## src/dcod_pkg.sv

```systemverilog
package dcod_pkg;

  // Decoded operation classes
  typedef enum logic [4:0] {
    OP_NONE,
    OP_BRANCH_COND,
    OP_TEST_FLAG_INDEXED,
    OP_DATA_BLOCK_MOVE_SRC,
    OP_DATA_BLOCK_MOVE_DST,
    OP_PROG_TO_DATA_BLOCK_MOVE,
    OP_CONFIG_BLOCK_DATA,
    OP_AUX_COMPARE,
    OP_DATA_SHIFT_MOVE,
    OP_PORT_INPUT,
    OP_LOAD_SUM_LONG,
    OP_LOAD_SUM_SHIFTED,
    OP_LOAD_SUM_HIGH,
    OP_LOAD_SUM_SHORT,
    OP_LOAD_SUM_LOW,
    OP_LOAD_SUM_VARIABLE_SHIFT,
    OP_LOAD_AUX_DIRECT,
    OP_LOAD_AUX_SHORT,
    OP_LOAD_AUX_LONG,
    OP_LOAD_PAGE_IMM,
    OP_LOAD_PAGE_DIRECT,
    OP_LOAD_STATUS_ZERO,
    OP_LOAD_STATUS_ONE,
    OP_LOAD_OPERAND_ADD_PRODUCT,
    OP_LOAD_OPERAND_ADD_MOVE
  } dcod_op_t;

  // Decoder states: first word or awaiting second word
  typedef enum logic {
    ST_FIRST,
    ST_SECOND
  } dcod_state_t;

  // Condition selector field values
  localparam logic [1:0] COND_PIN_LOW   = 2'h0;
  localparam logic [1:0] COND_FLAG_SET  = 2'h1;
  localparam logic [1:0] COND_FLAG_CLR  = 2'h2;
  localparam logic [1:0] COND_NONE      = 2'h3;

  // Word and cycle counts
  localparam logic [1:0] WORDS_ONE       = 2'h1;
  localparam logic [1:0] WORDS_TWO       = 2'h2;
  localparam logic [2:0] CYC_ONE         = 3'h1;
  localparam logic [2:0] CYC_TWO         = 3'h2;
  localparam logic [2:0] CYC_THREE       = 3'h3;
  localparam logic [2:0] CYC_BRANCH_TAKE = 3'h4;
  localparam logic [2:0] CYC_BRANCH_SKIP = 3'h2;

  // Reset values
  localparam logic [15:0] RESET_WORD = 16'h0000;

endpackage

```

## src/dcod_decoder.sv

```systemverilog
`timescale 1ns/100ps
// Functional notes
// RULE1: Branch if nonzero, branch on overflow
// RULE2: Branch if accumulator zero, two words
// RULE3: Bit test indexed by operand register
// RULE4: Block move, source address immediate
// RULE5: Block move, destination address immediate
// RULE6: Program-to-data block move, three cycles
// RULE7: Source-immediate move unsafe on interrupt registers
// RULE8: Configure dual-access block as data
// RULE9: Compare current aux with aux zero
// RULE10: Move data word to next address
// RULE11: Port input, port in second word
// RULE12: Long immediate sum load with shift
// RULE13: Sum load from memory with shift
// RULE14: Load high half, clear low
// RULE15: Short immediate sum load, zero allowed
// RULE16: Load low half, no sign extension
// RULE17: Sum load shifted by operand register
// RULE18: Aux register direct, short, long loads
// RULE19: Page pointer immediate and direct loads
// RULE20: Status register zero and one loads
// RULE21: Load operand, add previous product
// RULE22: Load operand, add product, move data
// RULE23: Condition mask, states and selector field
// RULE24: Second word fetched next, never decoded
module dcod_decoder (
  input  wire logic              clk_in,
  input  wire logic              reset_n_in,
  input  wire logic              word_valid_in,
  input  wire logic [15:0]       word_in,
  output dcod_pkg::dcod_op_t     op_out,
  output logic                   op_valid_out,
  output logic                   second_word_out,
  output logic [15:0]            operand_word_out,
  output logic [7:0]             addr_field_out,
  output logic [3:0]             shift_count_out,
  output logic [2:0]             aux_register_select_out,
  output logic [1:0]             compare_condition_select_out,
  output logic [8:0]             page_imm_out,
  output logic [3:0]             condition_mask_out,
  output logic [3:0]             condition_flags_field_out,
  output logic [1:0]             pin_or_flag_condition_out,
  output logic [1:0]             words_out,
  output logic [2:0]             cycles_taken_out,
  output logic [2:0]             cycles_skip_out,
  output logic                   protected_reg_hazard_out
);
  import dcod_pkg::*;

  ////////////////////////////////////////////////////////////////////////////
  // Decode of a first word into operation, size and cost
  typedef struct packed {
    dcod_op_t   op;
    logic [1:0] words;
    logic [2:0] taken;
    logic [2:0] skip;
  } dcod_dec_t;

  function automatic dcod_dec_t dcod_decode(input logic [15:0] w);
    dcod_dec_t d;
    d = '{OP_NONE, WORDS_ONE, CYC_ONE, CYC_ONE};
    if (w == 16'he308 || w == 16'he322) begin
      d = '{OP_BRANCH_COND, WORDS_TWO, CYC_BRANCH_TAKE, CYC_BRANCH_SKIP}; // [RULE1]
    end else if (w == 16'he388) begin
      d = '{OP_BRANCH_COND, WORDS_TWO, CYC_BRANCH_TAKE, CYC_BRANCH_SKIP}; // [RULE2]
    end else if (w == 16'hbe44) begin
      d = '{OP_CONFIG_BLOCK_DATA, WORDS_ONE, CYC_ONE, CYC_ONE};           // [RULE8]
    end else if (w[15:2] == 14'h2fd1) begin
      d = '{OP_AUX_COMPARE, WORDS_ONE, CYC_ONE, CYC_ONE};                 // [RULE9]
    end else if (w[15:4] == 12'hbf8) begin
      d = '{OP_LOAD_SUM_LONG, WORDS_TWO, CYC_TWO, CYC_TWO};               // [RULE12]
    end else if (w[15:3] == 13'h17e1) begin
      d = '{OP_LOAD_AUX_LONG, WORDS_TWO, CYC_TWO, CYC_TWO};               // [RULE18]
    end else if (w[15:9] == 7'h5e) begin
      d = '{OP_LOAD_PAGE_IMM, WORDS_ONE, CYC_TWO, CYC_TWO};               // [RULE19]
    end else if (w[15:12] == 4'h1) begin
      d = '{OP_LOAD_SUM_SHIFTED, WORDS_ONE, CYC_ONE, CYC_ONE};            // [RULE13]
    end else if (w[15:11] == 5'h00) begin
      d = '{OP_LOAD_AUX_DIRECT, WORDS_ONE, CYC_TWO, CYC_TWO};             // [RULE18]
    end else if (w[15:11] == 5'h16) begin
      d = '{OP_LOAD_AUX_SHORT, WORDS_ONE, CYC_TWO, CYC_TWO};              // [RULE18]
    end else begin
      unique case (w[15:8])
        8'h6f: d = '{OP_TEST_FLAG_INDEXED, WORDS_ONE, CYC_ONE, CYC_ONE};        // [RULE3]
        8'ha8: d = '{OP_DATA_BLOCK_MOVE_SRC, WORDS_TWO, CYC_THREE, CYC_THREE};  // [RULE4]
        8'ha9: d = '{OP_DATA_BLOCK_MOVE_DST, WORDS_TWO, CYC_THREE, CYC_THREE};  // [RULE5]
        8'ha5: d = '{OP_PROG_TO_DATA_BLOCK_MOVE, WORDS_TWO, CYC_THREE, CYC_THREE}; // [RULE6]
        8'h77: d = '{OP_DATA_SHIFT_MOVE, WORDS_ONE, CYC_ONE, CYC_ONE};          // [RULE10]
        8'haf: d = '{OP_PORT_INPUT, WORDS_TWO, CYC_TWO, CYC_TWO};               // [RULE11]
        8'h6a: d = '{OP_LOAD_SUM_HIGH, WORDS_ONE, CYC_ONE, CYC_ONE};            // [RULE14]
        8'hb9: d = '{OP_LOAD_SUM_SHORT, WORDS_ONE, CYC_ONE, CYC_ONE};           // [RULE15]
        8'h69: d = '{OP_LOAD_SUM_LOW, WORDS_ONE, CYC_ONE, CYC_ONE};             // [RULE16]
        8'h6b: d = '{OP_LOAD_SUM_VARIABLE_SHIFT, WORDS_ONE, CYC_ONE, CYC_ONE};  // [RULE17]
        8'h0d: d = '{OP_LOAD_PAGE_DIRECT, WORDS_ONE, CYC_TWO, CYC_TWO};         // [RULE19]
        8'h0e: d = '{OP_LOAD_STATUS_ZERO, WORDS_ONE, CYC_TWO, CYC_TWO};         // [RULE20]
        8'h0f: d = '{OP_LOAD_STATUS_ONE, WORDS_ONE, CYC_TWO, CYC_TWO};          // [RULE20]
        8'h70: d = '{OP_LOAD_OPERAND_ADD_PRODUCT, WORDS_ONE, CYC_ONE, CYC_ONE}; // [RULE21]
        8'h72: d = '{OP_LOAD_OPERAND_ADD_MOVE, WORDS_ONE, CYC_ONE, CYC_ONE};    // [RULE22]
        default: d = '{OP_NONE, WORDS_ONE, CYC_ONE, CYC_ONE};
      endcase
    end
    return d;
  endfunction

  ////////////////////////////////////////////////////////////////////////////
  // Whole module state
  typedef struct packed {
    dcod_state_t state;
    dcod_op_t    op;
    logic        op_valid;
    logic        second;
    logic [15:0] first;
    logic [15:0] operand;
    logic [1:0]  words;
    logic [2:0]  taken;
    logic [2:0]  skip;
  } dcod_regs_t;

  dcod_regs_t r;
  dcod_regs_t next_r;
  dcod_dec_t  dec;

  // First-word decode and sequencing of the second word
  always_comb begin
    dec = dcod_decode(word_in);
    next_r = r;
    next_r.op_valid = 1'b0;
    next_r.second = 1'b0;
    if (word_valid_in) begin
      unique case (r.state)
        ST_FIRST: begin
          next_r.first = word_in;
          next_r.op = dec.op;
          next_r.words = dec.words;
          next_r.taken = dec.taken;
          next_r.skip = dec.skip;
          next_r.operand = RESET_WORD;
          if (dec.words == WORDS_TWO) begin
            next_r.state = ST_SECOND;                   // [RULE24]
          end else begin
            next_r.op_valid = 1'b1;
          end
        end
        ST_SECOND: begin
          next_r.operand = word_in;                     // [RULE24]
          next_r.second = 1'b1;
          next_r.op_valid = 1'b1;
          next_r.state = ST_FIRST;
        end
      endcase
    end
  end

  // State register
  always_ff @(posedge clk_in) begin
    if (!reset_n_in) begin
      r <= '{ST_FIRST, OP_NONE, 1'b0, 1'b0, RESET_WORD, RESET_WORD, WORDS_ONE, CYC_ONE, CYC_ONE};
    end else begin
      r <= next_r;
    end
  end

  ////////////////////////////////////////////////////////////////////////////
  // Outputs from the held state; fields taken from the held first word, operand from the second
  assign op_out = r.op;
  assign op_valid_out = r.op_valid;
  assign second_word_out = r.second;
  assign operand_word_out = r.operand;
  assign addr_field_out = r.first[7:0];
  assign shift_count_out = (r.op == OP_LOAD_SUM_SHIFTED) ? r.first[11:8] : r.first[3:0]; // [RULE12] [RULE13]
  assign aux_register_select_out = (r.op == OP_LOAD_AUX_DIRECT || r.op == OP_LOAD_AUX_SHORT) ?
                                   r.first[10:8] : r.first[2:0];                       // [RULE18]
  assign compare_condition_select_out = r.first[1:0];                                  // [RULE9]
  assign page_imm_out = r.first[8:0];                                                  // [RULE19]
  // Condition fields of conditional forms
  assign condition_mask_out = r.first[3:0];                                            // [RULE23]
  assign condition_flags_field_out = r.first[7:4];                                     // [RULE23]
  assign pin_or_flag_condition_out = (r.op == OP_BRANCH_COND) ? COND_NONE : r.first[9:8]; // [RULE23]
  assign words_out = r.words;
  assign cycles_taken_out = r.taken;
  assign cycles_skip_out = r.skip;
  // Flags a source-immediate block move which software must keep off interrupt registers
  assign protected_reg_hazard_out = r.op_valid && (r.op == OP_DATA_BLOCK_MOVE_SRC);    // [RULE7]
endmodule

```

## config.mk

```make
export PLATFORM = sky130hd
export DESIGN_NAME = dcod_decoder
export DESIGN_NICKNAME = d
export VERILOG_FILES = /design/src/dcod_pkg.sv /design/src/dcod_decoder.sv
export SDC_FILE = /design/constraint.sdc
export NUM_CORES = 1
export LEC_CHECK = 0
export BUFFER_PORTS_ARGS = -buffer_cell sky130_fd_sc_hd__buf_2
export CORE_MARGIN = 10
export CORE_UTILIZATION = 46
export CTS_CLUSTER_DIAMETER = 100
export DETAILED_ROUTE_END_ITERATION = 7
export GPL_TIMING_DRIVEN = 0
export PLACE_DENSITY = 0.76
export SLEW_MARGIN = 20
export SYNTH_ARGS = -nofsm -noshare
export SYNTH_HDL_FRONTEND = slang
export SYNTH_SLANG_ARGS = --single-unit
```

## constraint.sdc

```tcl
create_clock -name clk_in -period 1.41 [get_ports clk_in]
set_clock_uncertainty 0.1 [all_clocks]
set_input_delay 0.141 -clock clk_in [delete_from_list [all_inputs] [get_ports clk_in]]
set_output_delay 0.141 -clock clk_in [all_outputs]
set_load 0.03 [all_outputs]
```

==> flow_metrics.tcl, run 1 <==
set metrics [dict create \
    outcome "complete, but fails checks" \
    failed_checks "negative setup slack" \
    clock_sinks 42 \
    fp.dieW_um 96.3 \
    internal-power_mw 1.86 \
    pwr-share-comb 0.261 \
    muxShareOfSynthArea 0.0294 \
    ctsHoldBuffers 0 \
    synth_fa_ha_area_frac 0 \
    synthCells 322 \
    fin_crit_sh 1.27 \
    worstPathRequired_ps 1170 \
    hold_depth 2 \
    vdd_ir_drop_max_uv 478 \
    coreArea_um2 5570 \
    synth_area_per_cell_um2 8.32 \
    synthArstFlopShare 0 \
    fillers 472 \
    place_congestion 0.933 \
    dp_slack_ps -431 \
    synth_top_family_by_area "simple AND/OR/NAND/NOR gates" \
    grt_setup_unrepaired "yes" \
    synth_cell_types 60 \
    synthSimpleGateAreaFrac 0.245 \
    h-tree-depth 2 \
    nets 439 \
    p_switching_uw 895 \
    pwr-share-seq 0.454 \
    synth.yosys.seq_area_share 0.314 \
    p_total_mw 2.76 \
    seqCellArea_um2 853 \
    yosys_warnings 0 \
    firstDrtPassIters 4 \
    hold-worst-slack_ps 20.0 \
    first_iter_violations 83 \
    p_clk_frac 0.285 \
    final_cells 493 \
    drc 0 \
    overflow 0 \
    hold_viol 0 \
    dp_hpwl_um 5890 \
    syn_nets 341 \
    r2r_start "r[47]" \
    reg2reg_to "operand_word_out[1]" \
    p_per_area_nw_per_um2 758 \
    grt_pass1_wl_um 12500 \
    final_util 0.653 \
    dp_cells 474 \
    antenna_found_initial 0 \
    port_buffers 80 \
    grt_max_degree 15 \
    crit_fanout 4 \
    dr_total_vias 2562 \
    post-route-cell-area_um2 3640 \
    finalCriticalPeriod_ps 1800 \
    startpoint "op_out[2]" \
    area_delta_synth_final_pct 35.8 \
    worst_setup_path_start_kind "flop" \
    wirelength_um 8060 \
    clock.fmax_ghz 0.556 \
    die_h_um 96.3 \
    setup_slack_ps -388 \
    power_leakage_nw 1.75 \
    io-pin-count 87 \
    grt.total_usage 0.165 \
    n_antenna_cell 0 \
    switching_share 0.325 \
    initial_utilization 0.481 \
    synth_ff_type "dfxtp_1" \
    timing.setup.tns_ps -3100 \
    multi_input_comb_area_um2 1480 \
    maxCapViolations 0 \
    die_area_um2 9280 \
    synth_compound_area_frac 0.200 \
    synth-edff-count 0 \
    vias_per_cell 5.20 \
    cts.clk_slew.worst_paths_ps 80 \
    clock-root-buffer "clkbuf_8" \
    numCtsBuffers 5 \
    clk_path_buf_depth 2 \
    clk_latency_ps 290 \
    cp-end-kind "output port" \
    netlist_area_um2 2680 \
    final_layout_size_suffix_gt1_frac 0.530 \
    grt_pass1_vias 2498 \
    r2r_slack_ps 80 \
    hp-class "primary input to flop" \
    cp_data_arrival_time_ps 1560 \
    ys_seq_elements 42 \
    slew_viol_final 0 \
    postPlaceCellArea_um2 3200 \
    cp-endpoint "aux_register_select_out[0]" \
    criticalPathCategory "flop to output port" \
    reg2reg_depth 4 \
    rows 27 \
    synth_xor_area_frac 0.00981 \
    ant_nets 0 \
    cts_tree "built" \
    wl_per_cell_um 16.3 \
    setup_viol 10 \
]
-- how the worst min path moves through the flow --
stage                        from             endpoint  slack [ps]
floorplan              word_in[0]  operand_word_out[0]         170
global placement    word_valid_in         op_valid_out         330
detailed placement  word_valid_in         op_valid_out         330
CTS                 word_valid_in         op_valid_out          20
global route        word_valid_in         op_valid_out          30
finish              word_valid_in         op_valid_out          20
-- placed cells by master, fill, tap and decap left out, types with 7 or more instances in the layout --
cell      synthesis  final
a22o_1           18     18
nand2b_1          9      8
or2_4             2      7
buf_6             1     10
o21ai_0          10     10
buf_2            10     74
buf_4            58     77
nor2_1           15     13
nand2_1          41     41
dfxtp_1          42     36
a21boi_0         13     13
-- per-layer routing --
layer / wire [µm] / share of wire / up-vias / track usage
met4: 84 / 0.010 / 0 / 0.0339
met2: 3960 / 0.49 / 78 / 0.284
met1: 3420 / 0.42 / 1200 / 0.207
met5: 0 / 0 / - / 0
li1: - / - / 1276 / -
met3: 595 / 0.074 / 8 / 0.0366
-- flip-flops by register name, indices dropped and copies added (netlist names) --
name,cells
addr_field_out,8
cycles_skip_out,1
cycles_taken_out,3
op_out,5
op_valid_out,1
operand_word_out,16
page_imm_out,1
r,4
second_word_out,1
words_out,2
-- cells in the mapped netlist, drive strengths merged (2+ instances only) --
cell | number | area share
o21bai | 2 | 0.0056
mux2 | 7 | 0.029
o21ai | 12 | 0.024
buf | 70 | 0.19
nor4b | 4 | 0.013
o2111ai | 2 | 0.0065
o31ai | 2 | 0.0075
or3b | 2 | 0.0065
clkbuf | 9 | 0.013
nand2 | 41 | 0.057
nor2b | 5 | 0.012
nor4 | 8 | 0.027
nand4 | 2 | 0.0047
nor3 | 3 | 0.0075
dfxtp | 42 | 0.31
nand2b | 9 | 0.021
nand3 | 6 | 0.011
nor2 | 15 | 0.021
and3 | 3 | 0.0070
nand4b | 2 | 0.0065
xnor2 | 2 | 0.0065
a22o | 18 | 0.059
or2 | 7 | 0.018
a21boi | 13 | 0.036
nand3b | 3 | 0.0084
o22ai | 2 | 0.0047
a21oi | 9 | 0.020
a211oi | 2 | 0.0056
or3 | 3 | 0.0089
-- logic make-up (layout without fill, tap and decap cells) --
kind of cell,count (synthesis),count (layout)
compound gates,72,72
mux,7,7
buf+inv,80,179
simple gates,117,117
xor+xnor,3,3
flops,42,42
other cells,1,1
-- worst max-delay path, stage by stage, from the launching register on --
cell and delay, ps:
dfxtp_4 380, nor4b_4 260, buf_4 180, mux2_4 300, buf_6 140
-- power by group through the flow --
stage,clock network (mW),logic (mW),registers [mW]
2_1_floorplan,0,0.463,1.27
3_3_place_gp,0,0.630,1.28
3_5_place_dp,0,0.635,1.28
4_1_cts,0.791,0.690,1.25
5_1_grt,0.838,0.772,1.26
6_report,0.786,0.721,1.25
-- repair_timing --
action / 4_1_cts / 5_1_grt
pin swaps: 7 / 12
setup buffers: 10 / 2
setup endpoints to repair: 29 / 43
resized for setup: 43 / 40
-- layout make-up --
class,count,share of cell area
Multi-Input combinational cell,200,0.408
Sequential cell,42,0.235
Buffer,79,0.155
Timing Repair Buffer,91,0.152
Tap cell,72,0.0248
Clock buffer,5,0.0189
Clock inverter,3,0.00585
Inverter,1,0.00103
(Power assumes the default switching activity.)
==> run 2, diff against run 1 <==
--- a/config.mk
+++ b/config.mk
@@ -6,6 +6,7 @@
 export NUM_CORES = 1
 export LEC_CHECK = 0
 export BUFFER_PORTS_ARGS = -buffer_cell sky130_fd_sc_hd__buf_2
+export CORE_ASPECT_RATIO = 0.6
 export CORE_MARGIN = 10
 export CORE_UTILIZATION = 46
 export CTS_CLUSTER_DIAMETER = 100
==> flow_metrics.tcl, run 2 (synthesis gave the netlist of run 1 again) <==
set metrics [dict create \
    outcome "complete, but fails checks" \
    failed_checks "negative setup slack" \
    power_leakage_nw 1.74 \
    timing.setup.tns_ps -3260 \
    layout_common_cells "77 x buf_2, 71 x buf_4, 41 x nand2_1" \
    vias_per_cell 5.23 \
    wl_per_cell_um 16.6 \
    ctsHoldBuffers 0 \
    clk_path_buf_depth 2 \
    p_total_mw 2.90 \
    die_h_um 79.1 \
    slew_viol_final 0 \
    nets 436 \
    cp_data_arrival_time_ps 1540 \
    grt_pass1_vias 2435 \
    hold_viol 0 \
    dp_cells 482 \
    h-tree-depth 2 \
    grt.total_usage 0.166 \
    grt_pass1_wl_um 13000 \
    final_cells 498 \
    largest_reg_flops 16 \
    coreArea_um2 5600 \
    worstPathRequired_ps 1170 \
    setup_slack_ps -370 \
    cp-end-kind "output port" \
    grt_setup_unrepaired "yes" \
    numCtsBuffers 5 \
    rows 21 \
    ant_nets 0 \
    dr_total_vias 2604 \
    finalCriticalPeriod_ps 1780 \
    port_buffers 80 \
    setup_viol 12 \
    worst_setup_path_start_kind "flop" \
    antenna_found_initial 0 \
    hp-class "primary input to flop" \
    clock-root-buffer "clkbuf_8" \
    maxCapViolations 0 \
    clock.fmax_ghz 0.562 \
    cts_tree "built" \
    firstDrtPassIters 5 \
    fp.dieW_um 119 \
    clock_sinks 42 \
    overflow 0 \
    fin_crit_sh 1.26 \
    initial_utilization 0.479 \
    final_layout_size_suffix_gt1_frac 0.524 \
    dp_hpwl_um 6130 \
    vdd_ir_drop_max_uv 445 \
    p_per_area_nw_per_um2 806 \
    crit_fanout 3 \
    die_area_um2 9380 \
    clk_latency_ps 300 \
    n_antenna_cell 0 \
    place_congestion 0.955 \
    io-pin-count 87 \
    grt_max_degree 14 \
    cts.clk_slew.worst_paths_ps 80 \
    wirelength_um 8260 \
    area_delta_synth_final_pct 34.5 \
    first_iter_violations 240 \
    criticalPathCategory "flop to output port" \
    final_common_cell "buf_2" \
    drc 0 \
]
-- run 2: cell count changes in the layout (fill, tap and decap cells not counted), moves of 3 or more --
cell and change:
buf_4 -6, buf_6 -4, or2_2 +4, or2_4 -4, buf_2 +3, clkbuf_2 +3
-- run 2: where the power goes --
group | internal [mW] | switching, mW | total [mW]
combinational | 0.277 | 0.425 | 0.702
sequential | 1.21 | 0.0351 | 1.25
clock | 0.528 | 0.422 | 0.951
-- run 2: layout make-up --
cell class,count,area [µm²]
multi-input cells,200,1460
flip-flops and latches,42,856
clock inverters,2,37.5
repair buffers,88,509
plain buffers,79,563
clock buffers,6,72.6
well taps,80,100
inverters,1,3.75
fillers,526,1990
-- run 2: worst max-delay path, stage by stage, from the launching register on --
cell	delay, ps
dfxtp_4	360
nor4b_4	260
buf_4	180
mux2_4	300
buf_6	140
-- run 2: layer usage --
| metal | vias up | GRT usage | wire length [µm] |
|---|---|---|---|
| met3 | 10 | 0.0551 | 831 |
| li1 | 1260 | - | - |
| met2 | 116 | 0.243 | 3570 |
| met1 | 1218 | 0.228 | 3770 |
| met5 | - | 0 | 0 |
| met4 | 0 | 0.0376 | 86 |
-- run 2: final timing paths --
| kind | startpoint | endpoint | slack (ps) | depth (start not counted) |
|---|---|---|---|---|
| max | op_out[3] | aux_register_select_out[1] | -370 | 4 |
| min | word_valid_in | op_valid_out | 30 | 2 |
| max reg2reg | r[47] | operand_word_out[7] | 70 | 4 |
| min reg2reg | r[35] | r[35] | 380 | 2 |
-- run 2: repair_timing --
action / in CTS / in global routing
pin swaps: 7 / 9
resized for setup: 40 / 30
setup endpoints to repair: 28 / 38
buffers inserted: 4 / 4
-- run 2: through the flow --
step                      hold WS (ps)  setup WS, ps   util  cell area [µm²]
after floorplan                    174         -68.7      -             2710
after global routing              34.4          -451  0.644             3600
after CTS                         25.5          -359  0.620             3470
final                             27.2          -370  0.644             3600
after global placement             337          -419  0.574             3210
after detailed placement           336          -403  0.574             3210
==> run 3, diff against run 2 <==
--- a/config.mk
+++ b/config.mk
@@ -5,6 +5,7 @@
 export SDC_FILE = /design/constraint.sdc
 export NUM_CORES = 1
 export LEC_CHECK = 0
+export ABC_AREA = 1
 export BUFFER_PORTS_ARGS = -buffer_cell sky130_fd_sc_hd__buf_2
 export CORE_ASPECT_RATIO = 0.6
 export CORE_MARGIN = 10
@@ -12,7 +13,7 @@
 export CTS_CLUSTER_DIAMETER = 100
 export DETAILED_ROUTE_END_ITERATION = 7
 export GPL_TIMING_DRIVEN = 0
-export PLACE_DENSITY = 0.76
+export PLACE_DENSITY = 0.77
 export SLEW_MARGIN = 20
 export SYNTH_ARGS = -nofsm -noshare
 export SYNTH_HDL_FRONTEND = slang
==> flow_metrics.tcl, run 3 <==
set metrics [dict create \
    h-tree-depth 2 \
    rows 21 \
    power_leakage_nw 1.85 \
    io-pin-count 87 \
    overflow 0 \
    cts.clk_slew.worst_paths_ps 90 \
    ys_seq_elements 42 \
    hold_viol 0 \
    grt_pass1_vias 2602 \
    criticalPathCategory "flop to output port" \
    fp.dieW_um 118 \
    p_per_area_nw_per_um2 901 \
    largest_reg_flops 16 \
    setup_viol 10 \
    layout_common_cells "75 x buf_2, 73 x nand2_1, 60 x buf_4" \
    die_h_um 78.6 \
    synth.yosys.seq_area_share 0.319 \
    dr_total_vias 2786 \
    cp.depth 5 \
    place_congestion 0.927 \
    grt_max_degree 15 \
    firstDrtPassIters 5 \
    syn_nets 419 \
    yosys.cell_count.top_type "nand2_1" \
    setup_slack_ps -258 \
    slowest_stage "dfxtp_4" \
    synth_top_area_cell "dfxtp_1" \
    reg2reg_to "addr_field_out[2]" \
    synth_common_cells "76 x nand2_1, 56 x buf_4, 50 x nor2_1, 42 x dfxtp_1, 39 x o21ai_0" \
    port_buffers 85 \
    clock_sinks 42 \
    synth_fa_ha_area_frac 0 \
    pwr-share-seq 0.416 \
    hold_start "reset_n_in" \
    max_slew_margin 0.666 \
    outcome "complete, but fails checks" \
    maxCapViolations 0 \
    clock-root-buffer "clkbuf_8" \
    area_delta_synth_final_pct 30.5 \
    die_area_um2 9250 \
    coreArea_um2 5570 \
    initial_utilization 0.473 \
    hold-worst-slack_ps 23.4 \
    numCtsBuffers 5 \
    grt_pass1_wl_um 12800 \
    timing.setup.tns_ps -1580 \
    netlist_area_um2 2630 \
    post-synth-top-area-fraction 0.319 \
    failed_checks "negative setup slack" \
    fin_crit_sh 1.18 \
    clock.fmax_ghz 0.600 \
    nets 514 \
    clk_latency_ps 300 \
    hold_end "addr_field_out[1]" \
    wl_per_cell_um 14.2 \
    crit_chain "nor2_2 -> nand4_1 -> buf_6 -> mux2_2 -> buf_6" \
    p_switching_mw 1.03 \
    worstPathRequired_ps 1170 \
    worst_setup_path_start_kind "flop" \
    dp_hpwl_um 6430 \
    antenna_found_initial 0 \
    clk_path_buf_depth 2 \
    crit_top_cell "buf_6" \
    synth_area_per_cell_um2 6.58 \
    r2r_start "r[47]" \
    ant_nets 0 \
    hp-class "primary input to flop" \
    wirelength_um 8150 \
    cts_tree "built" \
    worst-path-buf-inv 2 \
    synth_top_family_by_area "simple AND/OR/NAND/NOR gates" \
    r2r_slack_ps 110 \
    ys_top_cells_by_area "dfxtp_1 32%, buf_4 16%, nand2_1 11%, o21ai_0 7.4%, nor2_1 7.1%" \
    synth_ff_type "dfxtp_1" \
    vias_per_cell 4.84 \
    n_antenna_cell 0 \
    p_clk_frac 0.320 \
    cpPeakStageDelay_ps 360 \
    finalCriticalPeriod_ps 1670 \
    synth_xor_area_frac 0 \
    final_layout_size_suffix_gt1_frac 0.401 \
    pwr-share-comb 0.264 \
    hold_depth 3 \
    grt_setup_unrepaired "yes" \
    drc 0 \
    synth-edff-count 0 \
    vdd_ir_drop_max_uv 616 \
    reg2reg_depth 3 \
    synthArstFlopShare 0 \
    cp-end-kind "output port" \
    p_total_mw 3.10 \
    muxShareOfSynthArea 0.00428 \
    slew_viol_final 0 \
    switching_share 0.333 \
    crit_fanout 7 \
    synthSimpleGateAreaFrac 0.319 \
    synthCells 400 \
    synth_compound_area_frac 0.128 \
    first_iter_violations 257 \
    critPathTopFamily "flip-flops" \
    internal-power_mw 2.06 \
    grt.total_usage 0.164 \
    cp_data_arrival_time_ps 1430 \
    final_common_cell "buf_2" \
    tightest_slew_ps 501 \
    synth_cell_types 28 \
    yosys_warnings 0 \
]
==> run 3: changes by cell type in the layout (fill, tap and decap cells not counted), sizes merged, moves of 7 or more <==
cell and change:
nor2 +41, inv +40, nand2 +38, o21ai +32, nand3 +31, a22o -18
a21boi -13, a21oi +11, buf -9, nand2b -9, clkbuf -7, nor4 -7
or2 -7
==> run 3: stage by stage <==
stage | cells | util | setup slack (ps) | cell area (µm²)
floorplan | 400 | - | -196 | 2640
global placement | 565 | 0.568 | -166 | 3170
detailed placement | 565 | 0.568 | -174 | 3170
CTS | 578 | 0.609 | -261 | 3390
global route | 576 | 0.617 | -299 | 3440
finish | 576 | 0.617 | -258 | 3440
==> run 3: kinds of logic after synthesis <==
| group | after synthesis |
|---|---|
| buffers and inverters | 104 |
| flip-flops | 42 |
| multiplexers | 1 |
| AO/OA/AOI/OAI | 65 |
| other | 1 |
| AND/OR/NAND/NOR | 187 |
==> run 3: timing repair <==
item | CTS | global route
setup buffers | 5 | 1
resized for setup | 25 | 20
hold endpoints to repair | 0 | 0
pin swaps | 4 | 6
hold buffers | 0 | 0
endpoints found under the setup margin | 10 | 33
==> run 3: worst max-delay path by stage <==
stage | start | end | slack, ps
3_3_place_gp | word_in[10] | words_out[0] | -170
2_1_floorplan | op_out[4] | shift_count_out[0] | -200
3_5_place_dp | word_in[10] | words_out[0] | -170
6_report | op_out[4] | shift_count_out[3] | -260
4_1_cts | op_out[4] | shift_count_out[3] | -260
5_1_grt | op_out[4] | shift_count_out[3] | -300
==> run 3: routing by layer <==
layer	share of wire	track usage
met1	0.47	0.222
met2	0.45	0.256
met3	0.080	0.0493
met4	0.0039	0.0246
met5	0	0
==> run 3: power by group through the flow <==
| stage | Combinational, mW | Sequential, mW | Clock, mW |
|---|---|---|---|
| after floorplan | 0.558 | 1.31 | 0 |
| after CTS | 0.805 | 1.29 | 0.999 |
| after detailed placement | 0.774 | 1.32 | 0 |
| after global placement | 0.766 | 1.31 | 0 |
| after global routing | 0.885 | 1.30 | 1.04 |
| final | 0.819 | 1.29 | 0.991 |
==> run 3: worst register-to-register path, delay by kind of cell, from the launching register on <==
kind	cells	cell delay, ps
AO/OA/AOI/OAI	1	140
buffers and inverters	1	370
flip-flops	1	350
AND/OR/NAND/NOR	1	210
==> run 3: area by class of cell <==
class / instances / area, µm²
Clock inverter: 3 / 43.8
Timing Repair Buffer: 90 / 532
Fill cell: 533 / 2130
Multi-Input combinational cell: 254 / 1250
Tap cell: 80 / 100
Clock buffer: 5 / 68.8
Inverter: 40 / 150
Buffer: 62 / 442
Sequential cell: 42 / 855
